<file path="config.mk">
export PLATFORM = sky130hd
export DESIGN_NAME = hbr_host_bus
export DESIGN_NICKNAME = d
export VERILOG_FILES = /design/src/hbr_pkg.sv /design/src/hbr_host_bus.sv /design/src/hbr_rom_port.sv
export VERILOG_INCLUDE_DIRS = /design/src /design/src/src
export SDC_FILE = /design/constraint.sdc
export NUM_CORES = 1
export LEC_CHECK = 0
export CAP_MARGIN = 40
export CORE_MARGIN = 2
export CORE_UTILIZATION = 30
export CTS_BUF_LIST = sky130_fd_sc_hd__clkbuf_16
export CTS_CLUSTER_DIAMETER = 30
export CTS_CLUSTER_SIZE = 10
export DETAILED_ROUTE_END_ITERATION = 8
export DONT_BUFFER_PORTS = 1
export SYNTH_ARGS = -nofsm -noshare
export SYNTH_HDL_FRONTEND = slang
export SYNTH_HIERARCHICAL = 1
export SYNTH_SLANG_ARGS = --single-unit
export TNS_END_PERCENT = 20
</file>
<file path="constraint.sdc">
create_clock -name clock -period 3.52 [get_ports clock]
set_input_delay 0.528 -clock clock [delete_from_list [all_inputs] [get_ports clock]]
set_output_delay 0.528 -clock clock [all_outputs]
set_load 0.01 [all_outputs]
</file>
<file path="src/hbr_params.svh">
// constants for the host bus and boot rom port
`ifndef HBR_PARAMS_SVH
`define HBR_PARAMS_SVH

// ****************************************
// bus commands driven in the address phase
// ****************************************
`define HBR_CMD_MEM_RD 4'h6
`define HBR_CMD_MEM_WR 4'h7

// ****************************************
// timing counts in bus clock cycles
// ****************************************
`define HBR_DEVSEL_TO 3'h5
`define HBR_ROM_DATA_CYC 2'h3

// ****************************************
// reset values
// ****************************************
`define HBR_AD_RST 32'h0000_0000
`define HBR_ROM_MUX_RST 8'h00

`endif

</file>
<file path="src/hbr_pkg.sv">
// types shared by the host bus master and the boot rom port
package hbr_pkg;

   // one burst request from the user side
   typedef struct packed {
      logic [31:0] addr;
      logic        write;
      logic [7:0]  len;
      logic [3:0]  be;
      logic        big_endian;
   } hbr_xfer_t;

   // one boot rom or external register access
   typedef struct packed {
      logic [17:0] addr;
      logic        write;
      logic [7:0]  wdata;
   } hbr_rom_req_t;

endpackage

</file>
<file path="src/hbr_host_bus.sv">
// host bus burst master with clock-run request and boot rom port
`timescale 1ns/100ps
`default_nettype none
`include "hbr_params.svh"

module hbr_host_bus (
   input  wire logic                  clock,
   input  wire logic                  rst,
   input  wire logic                  xfer_valid,
   input  wire hbr_pkg::hbr_xfer_t    xfer,
   output logic                       xfer_ready,
   input  wire logic [31:0]           wr_data,
   output logic                       wr_take,
   output logic [31:0]                rd_data,
   output logic                       rd_valid,
   output logic                       xfer_done,
   output logic                       xfer_abort,
   input  wire logic                  rom_req_valid,
   input  wire hbr_pkg::hbr_rom_req_t rom_req,
   output logic                       rom_req_ready,
   output logic [7:0]                 rom_rd_data,
   output logic                       rom_done,
   input  wire logic [31:0]           pci_ad_in,
   output logic [31:0]                pci_ad_out,
   output logic                       pci_ad_oe_n,
   output logic [3:0]                 pci_cbe_n_out,
   output logic                       pci_cbe_oe_n,
   output logic                       pci_frame_n_out,
   output logic                       pci_irdy_n_out,
   output logic                       pci_ctl_oe_n,
   input  wire logic                  pci_trdy_n,
   input  wire logic                  pci_devsel_n,
   output logic                       pci_req_n,
   input  wire logic                  pci_gnt_n,
   input  wire logic                  clkrun_in_n,
   output logic                       clkrun_out,
   output logic                       clkrun_oe_n,
   input  wire logic [7:0]            rom_mux_in,
   output logic [7:0]                 rom_mux_addr_data,
   output logic                       rom_mux_oe_n,
   output logic                       rom_addr_latch_strobe,
   input  wire logic                  rom_addr_bit0_in,
   output logic                       rom_addr_bit0_out,
   output logic                       rom_addr_bit0_oe_n,
   output logic                       rom_chip_enable_n,
   output logic                       card_signalling_select_n
);

   typedef enum logic [2:0] {HBR_IDLE, HBR_REQ, HBR_ADDR, HBR_DATA, HBR_TURN} hbr_bus_st_t;

   // big endian swaps byte lanes of every data word
   function automatic logic [31:0] hbr_swap(input logic [31:0] d, input logic big);
      hbr_swap = big ? {d[7:0], d[15:8], d[23:16], d[31:24]} : d;
   endfunction

   hbr_bus_st_t        st_ff, nxt_st;
   hbr_pkg::hbr_xfer_t x_ff, nxt_x;
   logic [7:0]         cnt_ff, nxt_cnt;
   logic [2:0]         dto_ff, nxt_dto;
   logic [31:0]        ad_ff, nxt_ad, rd_ff, nxt_rd;
   logic [3:0]         cbe_ff, nxt_cbe, be_eff;
   logic               adoe_ff, nxt_adoe, cbeoe_ff, nxt_cbeoe, frame_ff, nxt_frame;
   logic               irdy_ff, nxt_irdy, ctloe_ff, nxt_ctloe, req_ff, nxt_req;
   logic               rv_ff, nxt_rv, done_ff, nxt_done, abort_ff, nxt_abort;
   logic               ckr_ff, nxt_ckr, beat, rom_busy, need_clk;

   // ****************************************
   // burst master
   // ****************************************
   always_comb begin
      nxt_st    = st_ff;
      nxt_x     = x_ff;
      nxt_cnt   = cnt_ff;
      nxt_dto   = dto_ff;
      nxt_ad    = ad_ff;
      nxt_adoe  = adoe_ff;
      nxt_cbe   = cbe_ff;
      nxt_cbeoe = cbeoe_ff;
      nxt_frame = frame_ff;
      nxt_irdy  = irdy_ff;
      nxt_ctloe = ctloe_ff;
      nxt_req   = req_ff;
      nxt_rd    = rd_ff;
      nxt_rv    = 1'b0;
      nxt_done  = 1'b0;
      nxt_abort = 1'b0;
      wr_take   = 1'b0;
      // lane n enable follows byte n after any swap
      be_eff    = x_ff.big_endian ? {x_ff.be[0], x_ff.be[1], x_ff.be[2], x_ff.be[3]} : x_ff.be;
      beat      = (st_ff == HBR_DATA) && !irdy_ff && !pci_trdy_n && !pci_devsel_n;
      unique case (st_ff)
         HBR_IDLE: if (xfer_valid) begin
            nxt_x   = xfer;
            nxt_cnt = (xfer.len == 8'h00) ? 8'h01 : xfer.len;
            nxt_req = 1'b0;
            nxt_st  = HBR_REQ;
         end
         HBR_REQ: if (!pci_gnt_n) begin
            nxt_ad    = x_ff.addr;
            nxt_adoe  = 1'b0;
            nxt_cbe   = x_ff.write ? `HBR_CMD_MEM_WR : `HBR_CMD_MEM_RD;
            nxt_cbeoe = 1'b0;
            nxt_frame = 1'b0;
            nxt_ctloe = 1'b0;
            nxt_req   = 1'b1;
            nxt_st    = HBR_ADDR;
         end
         HBR_ADDR: begin
            nxt_irdy  = 1'b0;
            nxt_frame = (cnt_ff == 8'h01);
            nxt_cbe   = ~be_eff;
            nxt_dto   = 3'h0;
            if (x_ff.write) begin
               nxt_ad  = hbr_swap(wr_data, x_ff.big_endian);
               wr_take = 1'b1;
            end else begin
               nxt_adoe = 1'b1;
            end
            nxt_st = HBR_DATA;
         end
         HBR_DATA: if (beat) begin
            if (!x_ff.write) begin
               nxt_rd = hbr_swap(pci_ad_in, x_ff.big_endian);
               nxt_rv = 1'b1;
            end
            if (cnt_ff == 8'h01) begin
               nxt_frame = 1'b1;
               nxt_irdy  = 1'b1;
               nxt_adoe  = 1'b1;
               nxt_cbeoe = 1'b1;
               nxt_done  = 1'b1;
               nxt_st    = HBR_TURN;
            end else begin
               nxt_cnt   = cnt_ff - 8'h01;
               // frame lifts for the final data phase
               nxt_frame = (cnt_ff == 8'h02);
               if (x_ff.write) begin
                  nxt_ad  = hbr_swap(wr_data, x_ff.big_endian);
                  wr_take = 1'b1;
               end
            end
         end else if (pci_devsel_n) begin
            // no target claimed the cycle: give the bus back
            if (dto_ff == `HBR_DEVSEL_TO - 3'h1) begin
               nxt_frame = 1'b1;
               nxt_irdy  = 1'b1;
               nxt_adoe  = 1'b1;
               nxt_cbeoe = 1'b1;
               nxt_abort = 1'b1;
               nxt_st    = HBR_TURN;
            end else begin
               nxt_dto = dto_ff + 3'h1;
            end
         end
         HBR_TURN: begin
            // controls driven high one cycle before release
            nxt_ctloe = 1'b1;
            nxt_st    = HBR_IDLE;
         end
      endcase
   end

   // ****************************************
   // clock-run request
   // ****************************************
   // pull once the host lets go, then hold: our own pull hides the host's level
   assign need_clk = (st_ff != HBR_IDLE) || xfer_valid || rom_busy || rom_req_valid;
   always_comb begin
      nxt_ckr = ~(need_clk && (clkrun_in_n || !ckr_ff));
   end

   always_ff @(posedge clock) begin
      if (rst) begin
         st_ff    <= HBR_IDLE;
         x_ff     <= '0;
         cnt_ff   <= 8'h00;
         dto_ff   <= 3'h0;
         ad_ff    <= `HBR_AD_RST;
         rd_ff    <= `HBR_AD_RST;
         cbe_ff   <= 4'hF;
         adoe_ff  <= 1'b1;
         cbeoe_ff <= 1'b1;
         frame_ff <= 1'b1;
         irdy_ff  <= 1'b1;
         ctloe_ff <= 1'b1;
         req_ff   <= 1'b1;
         rv_ff    <= 1'b0;
         done_ff  <= 1'b0;
         abort_ff <= 1'b0;
         ckr_ff   <= 1'b1;
      end else begin
         st_ff    <= nxt_st;
         x_ff     <= nxt_x;
         cnt_ff   <= nxt_cnt;
         dto_ff   <= nxt_dto;
         ad_ff    <= nxt_ad;
         rd_ff    <= nxt_rd;
         cbe_ff   <= nxt_cbe;
         adoe_ff  <= nxt_adoe;
         cbeoe_ff <= nxt_cbeoe;
         frame_ff <= nxt_frame;
         irdy_ff  <= nxt_irdy;
         ctloe_ff <= nxt_ctloe;
         req_ff   <= nxt_req;
         rv_ff    <= nxt_rv;
         done_ff  <= nxt_done;
         abort_ff <= nxt_abort;
         ckr_ff   <= nxt_ckr;
      end
   end

   assign xfer_ready      = (st_ff == HBR_IDLE);
   assign rd_data         = rd_ff;
   assign rd_valid        = rv_ff;
   assign xfer_done       = done_ff;
   assign xfer_abort      = abort_ff;
   assign pci_ad_out      = ad_ff;
   assign pci_ad_oe_n     = adoe_ff;
   assign pci_cbe_n_out   = cbe_ff;
   assign pci_cbe_oe_n    = cbeoe_ff;
   assign pci_frame_n_out = frame_ff;
   assign pci_irdy_n_out  = irdy_ff;
   assign pci_ctl_oe_n    = ctloe_ff;
   assign pci_req_n       = req_ff;
   assign clkrun_out      = 1'b0;
   assign clkrun_oe_n     = ckr_ff;

   // ****************************************
   // boot rom port
   // ****************************************
   hbr_rom_port u_rom (
      .clock                    (clock),
      .rst                      (rst),
      .req_valid                (rom_req_valid),
      .req                      (rom_req),
      .req_ready                (rom_req_ready),
      .busy                     (rom_busy),
      .rd_data                  (rom_rd_data),
      .done                     (rom_done),
      .rom_mux_in               (rom_mux_in),
      .rom_mux_addr_data        (rom_mux_addr_data),
      .rom_mux_oe_n             (rom_mux_oe_n),
      .rom_addr_latch_strobe    (rom_addr_latch_strobe),
      .rom_addr_bit0_in         (rom_addr_bit0_in),
      .rom_addr_bit0_out        (rom_addr_bit0_out),
      .rom_addr_bit0_oe_n       (rom_addr_bit0_oe_n),
      .rom_chip_enable_n        (rom_chip_enable_n),
      .card_signalling_select_n (card_signalling_select_n)
   );
endmodule // hbr_host_bus

`default_nettype wire

</file>
<file path="src/hbr_rom_port.sv">
// boot rom port: two latched address cycles then a three-cycle data phase
`timescale 1ns/100ps
`default_nettype none
`include "hbr_params.svh"

module hbr_rom_port (
   input  wire logic                 clock,
   input  wire logic                 rst,
   input  wire logic                 req_valid,
   input  wire hbr_pkg::hbr_rom_req_t req,
   output logic                      req_ready,
   output logic                      busy,
   output logic [7:0]                rd_data,
   output logic                      done,
   input  wire logic [7:0]           rom_mux_in,
   output logic [7:0]                rom_mux_addr_data,
   output logic                      rom_mux_oe_n,
   output logic                      rom_addr_latch_strobe,
   input  wire logic                 rom_addr_bit0_in,
   output logic                      rom_addr_bit0_out,
   output logic                      rom_addr_bit0_oe_n,
   output logic                      rom_chip_enable_n,
   output logic                      card_signalling_select_n
);

   typedef enum logic [2:0] {HBR_STRAP, HBR_IDLE, HBR_ADR1, HBR_ADR2, HBR_DATA} hbr_rom_st_t;

   hbr_rom_st_t           st_ff, nxt_st;
   hbr_pkg::hbr_rom_req_t rq_ff, nxt_rq;
   logic [1:0]            cnt_ff, nxt_cnt;
   logic [7:0]            mux_ff, nxt_mux, rd_ff, nxt_rd;
   logic                  moe_ff, nxt_moe, stb_ff, nxt_stb, b0_ff, nxt_b0, b0oe_ff, nxt_b0oe;
   logic                  ce_ff, nxt_ce, done_ff, nxt_done, strap_ff, nxt_strap;

   // ****************************************
   // sequencer
   // ****************************************
   always_comb begin
      nxt_st    = st_ff;
      nxt_rq    = rq_ff;
      nxt_cnt   = cnt_ff;
      nxt_mux   = mux_ff;
      nxt_moe   = moe_ff;
      nxt_stb   = stb_ff;
      nxt_b0    = b0_ff;
      nxt_b0oe  = b0oe_ff;
      nxt_ce    = ce_ff;
      nxt_rd    = rd_ff;
      nxt_done  = 1'b0;
      nxt_strap = strap_ff;
      unique case (st_ff)
         HBR_STRAP: begin
            // pin released since reset, so the strap level is settled
            nxt_strap = rom_addr_bit0_in;
            nxt_b0oe  = 1'b0;
            nxt_st    = HBR_IDLE;
         end
         HBR_IDLE: if (req_valid) begin
            nxt_rq  = req;
            nxt_mux = {req.addr[7:2], req.write, ~req.write};
            nxt_moe = 1'b0;
            nxt_stb = 1'b1;
            nxt_b0  = req.addr[16];
            nxt_st  = HBR_ADR1;
         end
         HBR_ADR1: begin
            nxt_mux = rq_ff.addr[15:8];
            nxt_b0  = rq_ff.addr[17];
            nxt_st  = HBR_ADR2;
         end
         HBR_ADR2: begin
            // both latches loaded before the chip is selected
            nxt_stb = rq_ff.addr[1];
            nxt_b0  = rq_ff.addr[0];
            nxt_ce  = 1'b0;
            nxt_mux = rq_ff.wdata;
            nxt_moe = ~rq_ff.write;
            nxt_cnt = 2'h0;
            nxt_st  = HBR_DATA;
         end
         HBR_DATA: begin
            nxt_cnt = cnt_ff + 2'h1;
            if (cnt_ff == `HBR_ROM_DATA_CYC - 2'h1) begin
               if (!rq_ff.write) begin
                  nxt_rd = rom_mux_in;
               end
               nxt_done = 1'b1;
               nxt_ce   = 1'b1;
               nxt_moe  = 1'b0;
               nxt_stb  = 1'b0;
               nxt_st   = HBR_IDLE;
            end
         end
      endcase
   end

   always_ff @(posedge clock) begin
      if (rst) begin
         st_ff    <= HBR_STRAP;
         rq_ff    <= '0;
         cnt_ff   <= 2'h0;
         mux_ff   <= `HBR_ROM_MUX_RST;
         moe_ff   <= 1'b1;
         stb_ff   <= 1'b0;
         b0_ff    <= 1'b1;
         b0oe_ff  <= 1'b1;
         ce_ff    <= 1'b1;
         rd_ff    <= 8'h00;
         done_ff  <= 1'b0;
         strap_ff <= 1'b1;
      end else begin
         st_ff    <= nxt_st;
         rq_ff    <= nxt_rq;
         cnt_ff   <= nxt_cnt;
         mux_ff   <= nxt_mux;
         moe_ff   <= nxt_moe;
         stb_ff   <= nxt_stb;
         b0_ff    <= nxt_b0;
         b0oe_ff  <= nxt_b0oe;
         ce_ff    <= nxt_ce;
         rd_ff    <= nxt_rd;
         done_ff  <= nxt_done;
         strap_ff <= nxt_strap;
      end
   end

   assign req_ready                = (st_ff == HBR_IDLE);
   assign busy                     = (st_ff != HBR_IDLE);
   assign rd_data                  = rd_ff;
   assign done                     = done_ff;
   assign rom_mux_addr_data        = mux_ff;
   assign rom_mux_oe_n             = moe_ff;
   assign rom_addr_latch_strobe    = stb_ff;
   assign rom_addr_bit0_out        = b0_ff;
   assign rom_addr_bit0_oe_n       = b0oe_ff;
   assign rom_chip_enable_n        = ce_ff;
   assign card_signalling_select_n = strap_ff;
endmodule // hbr_rom_port

`default_nettype wire

</file>
==> out/summary.txt <==
Status: finished clean
Cells after synthesis: 961
Via count of the first global-routing pass: 6158
Final-report max-slew violation count: 0
Final non-filler cell area: 9220 µm²
Share of total power in the clock network: 41.0%
Initial Utilization: 30.4%
Wire length of the first global-routing pass: 34600 µm
Cell with the most instances after synthesis: sky130_fd_sc_hd__dfxtp_1
Number of distinct library cell variants in the gate-level netlist after synthesis: 58
Net Count, Synth: 1121
Biggest area contributors in the synthesized netlist: sky130_fd_sc_hd__dfxtp_1, sky130_fd_sc_hd__mux2i_1, sky130_fd_sc_hd__nand2_1
Setup repair after global routing missed its margin: false
Number of detailed-route iterations in the first pass: 7
Post-layout nets: 1068
Number of antenna diodes: 0
Comb power frac: 11.4%
Cell Count Post-Placement: 1267
Data arrival, critical path: 2.41 ns
Yosys warnings: 6
Height of the die: 171 µm
H-tree depth: 4
TritonCTS Buffers: 17
Worst Hold Launch: rst
Sum of negative setup slack: 0 ns
Class of the worst hold path: in2reg
All-Layer GR Usage: 15.1%
Largest fanout on the critical path: 23
Largest net degree at the start of global routing: 219
Residual DRC count: 0
Antenna violations before repair: 0
Total power: 4.69 mW
Capturing element type of the critical path: primary output
Net load switching power: 1.28 mW
Origin of the worst setup path: pci_irdy_n_out
Switching power share of the total: 27.3%
Share of flip-flops with an asynchronous set or reset: 0%
Longest Clk Path Bufs: 2
Total setup violations reported at the end of the flow: 0
Static leakage: 3.26 nW
Count of non-filler cells in the finished layout: 1299
Number of buffers added for setup after CTS: 0
DR vias/cell: 5.05
Final weighted congestion in routability-driven placement: 0.763
Worst-Skew Late Latency: 0.43 ns
Internal power component: 3.41 mW
Via total after detailed routing: 6561
CTS resizes: 0
Quantity of I/O buffers inserted on ports: 0
Pwr per Cell Area: 509 nW/µm²
Worst-case headroom to the max-slew limit: 39.3%
Transition time at the pin with the least slew margin: 0.904 ns
Final critical delay including setup and external delays: 2.94 ns
Number of enable flip-flop cells after synthesis: 0
I/O pin total: 259
Final core utilization: 33.4%
Global-route congestion overflow total: 0
Worst Skew: 0.0117 ns
Most numerous cell types in the synthesized netlist: sky130_fd_sc_hd__dfxtp_1, sky130_fd_sc_hd__nand2_1, sky130_fd_sc_hd__mux2i_1
Number of violations reported at the end of detailed-routing iteration 0: 445
DPL Wire Length: 15600 µm
Die area: 29300 µm²
X dimension of the die: 171 µm
Fillers: 2916
Area of the mapped netlist: 8390 µm²
CTS tree: yes
Peak supply drop: 0.228 mV
Clock transition at path regs: 0.07 ns
Max-capacitance violation count: 0
Crit share post-route: 83.5%
Launch point of the worst reg-to-reg path: st_ff[2]
Post-detailed-route wirelength per cell: 17.6 µm
Number of clock sinks: 178
#FFs+latches synth: 178
Synth Area per Inst: 8.73 µm²
Sequential cell area fraction in the yosys report: 42.5%
Crit path required time: 2.99 ns
Post-CTS Hold Buffers: 0
Area growth from synthesis to layout: 9.87%
Largest area contributor in the netlist: sky130_fd_sc_hd__dfxtp_1
Count of standard-cell rows: 61
Highest clock frequency the design can meet: 340 MHz
Post-detailed-route count of antenna-violating nets: 0
Cell at the root of the clock tree: sky130_fd_sc_hd__clkbuf_16
Flop pwr share: 47.6%
Drt total wl: 22800 µm
CORE AREA: 27600 µm²
Top FF cell, synth: sky130_fd_sc_hd__dfxtp_1
Setup crit start kind: flip-flop
Final Hold Fails: 0
Placed instance area: 8630 µm²
Share of cells above drive strength 1: 6.62%
Crit path kind: reg2out
Share of Yosys cell area claimed by the top area cell type: 42.5%
-- per-stage QoR --
| step | worst slack [ns] | hold slack [ns] |
|---|---|---|
| detailed placement | 0.856 | 0.440 |
| finish | 0.581 | 0.201 |
| global placement | 0.912 | 0.436 |
| global route | 0.428 | 0.152 |
| CTS | 0.548 | 0.143 |
| floorplan | 1.18 | 0.433 |
-- per-layer routing --
layer  up-vias  routed length, µm  track usage (%)
met5         -                  0                0
met4         0                549             5.67
met3        32               1730             5.64
met2       191              10700             23.5
met1      3070               9810             19.1
li1       3268                  -                -
-- area by class of cell --
type	count	area, µm²	area share (%)
multi-input combinational	687	4420	48.0
clock inverter	15	160	1.74
timing repair buffer	13	130	1.41
sequential	178	3570	38.7
tap	378	473	5.13
clock buffer	17	425	4.61
inverter	11	41.3	0.448
-- path summary, 6_finish.rpt --
path                      to  slack (ns)  cells after the start
max                  wr_take        0.58                      4
min          u_rom/rq_ff[17]        0.20                      1
max reg2reg         x_ff[41]        0.83                      5
min reg2reg  u_rom/rq_ff[24]        0.46                      2
-- cell usage in the layout, fill, tap and decap left out, types with 3 or more instances in the layout --
cell type,Yosys,layout
sky130_fd_sc_hd__nand3b_1,5,5
sky130_fd_sc_hd__a21o_1,3,3
sky130_fd_sc_hd__buf_4,6,10
sky130_fd_sc_hd__inv_1,11,13
sky130_fd_sc_hd__o21ai_1,4,4
sky130_fd_sc_hd__nor2b_1,5,4
sky130_fd_sc_hd__mux2i_1,115,115
sky130_fd_sc_hd__nand2_1,133,132
sky130_fd_sc_hd__and3b_1,3,3
sky130_fd_sc_hd__nor4_1,3,3
sky130_fd_sc_hd__dfxtp_1,178,177
sky130_fd_sc_hd__clkbuf_16,0,17
sky130_fd_sc_hd__inv_6,0,4
sky130_fd_sc_hd__o21bai_1,6,6
sky130_fd_sc_hd__a31oi_1,3,3
sky130_fd_sc_hd__a221oi_1,4,4
sky130_fd_sc_hd__a311o_1,4,4
sky130_fd_sc_hd__a211oi_1,35,35
sky130_fd_sc_hd__a21oi_1,90,90
sky130_fd_sc_hd__nor2_1,90,90
sky130_fd_sc_hd__o21ai_0,7,7
sky130_fd_sc_hd__nand3_1,6,6
sky130_fd_sc_hd__mux2_2,4,4
sky130_fd_sc_hd__nand2b_1,62,62
sky130_fd_sc_hd__nor3_1,11,11
sky130_fd_sc_hd__clkinv_4,0,6
sky130_fd_sc_hd__ha_1,6,6
sky130_fd_sc_hd__a22o_1,8,8
sky130_fd_sc_hd__a221o_1,10,9
sky130_fd_sc_hd__a211o_1,34,34
-- sequential cells by signal (all words and copies together), names as in the netlist, 2 cells and up --
register,cells
st_ff,3
cnt_ff,8
pci_cbe_n_out,4
u_rom/rq_ff,20
rd_data,32
u_rom/st_ff,3
pci_ad_out,32
dto_ff,3
u_rom/rom_mux_addr_data,8
x_ff,38
u_rom/cnt_ff,2
u_rom/rd_data,8
-- worst max-delay path: stages (launching register included) --
cell,delay (ns)
sky130_fd_sc_hd__dfxtp_1,0.40
sky130_fd_sc_hd__or3_1,0.59
sky130_fd_sc_hd__a311o_1,0.35
sky130_fd_sc_hd__buf_4,0.22
sky130_fd_sc_hd__a21oi_1,0.42
-- logic make-up (layout without fill, tap and decap cells) --
group / after synthesis / count (layout) / synth area share (%)
compound gates: 221 / 221 / 18.0
xor+xnor: 2 / 2 / 0.209
fa+ha+maj: 6 / 6 / 0.895
buf+inv: 96 / 56 / 5.11
flops: 178 / 178 / 42.5
mux: 119 / 119 / 14.3
other cells: 1 / 1 / 0.0447
simple gates: 338 / 338 / 19.0
-- power by group through the flow --
| stage | registers [mW] | logic (mW) | clock network [mW] |
|---|---|---|---|
| 6_report | 2.24 | 0.534 | 1.92 |
| 5_1_grt | 2.25 | 0.598 | 2.07 |
| 4_1_cts | 2.24 | 0.538 | 1.98 |
| 3_5_place_dp | 2.28 | 0.536 | 0 |
| 3_3_place_gp | 2.29 | 0.519 | 0 |
| 2_1_floorplan | 2.22 | 0.496 | 0 |
Note: power is estimated with default switching activity, not from simulation.
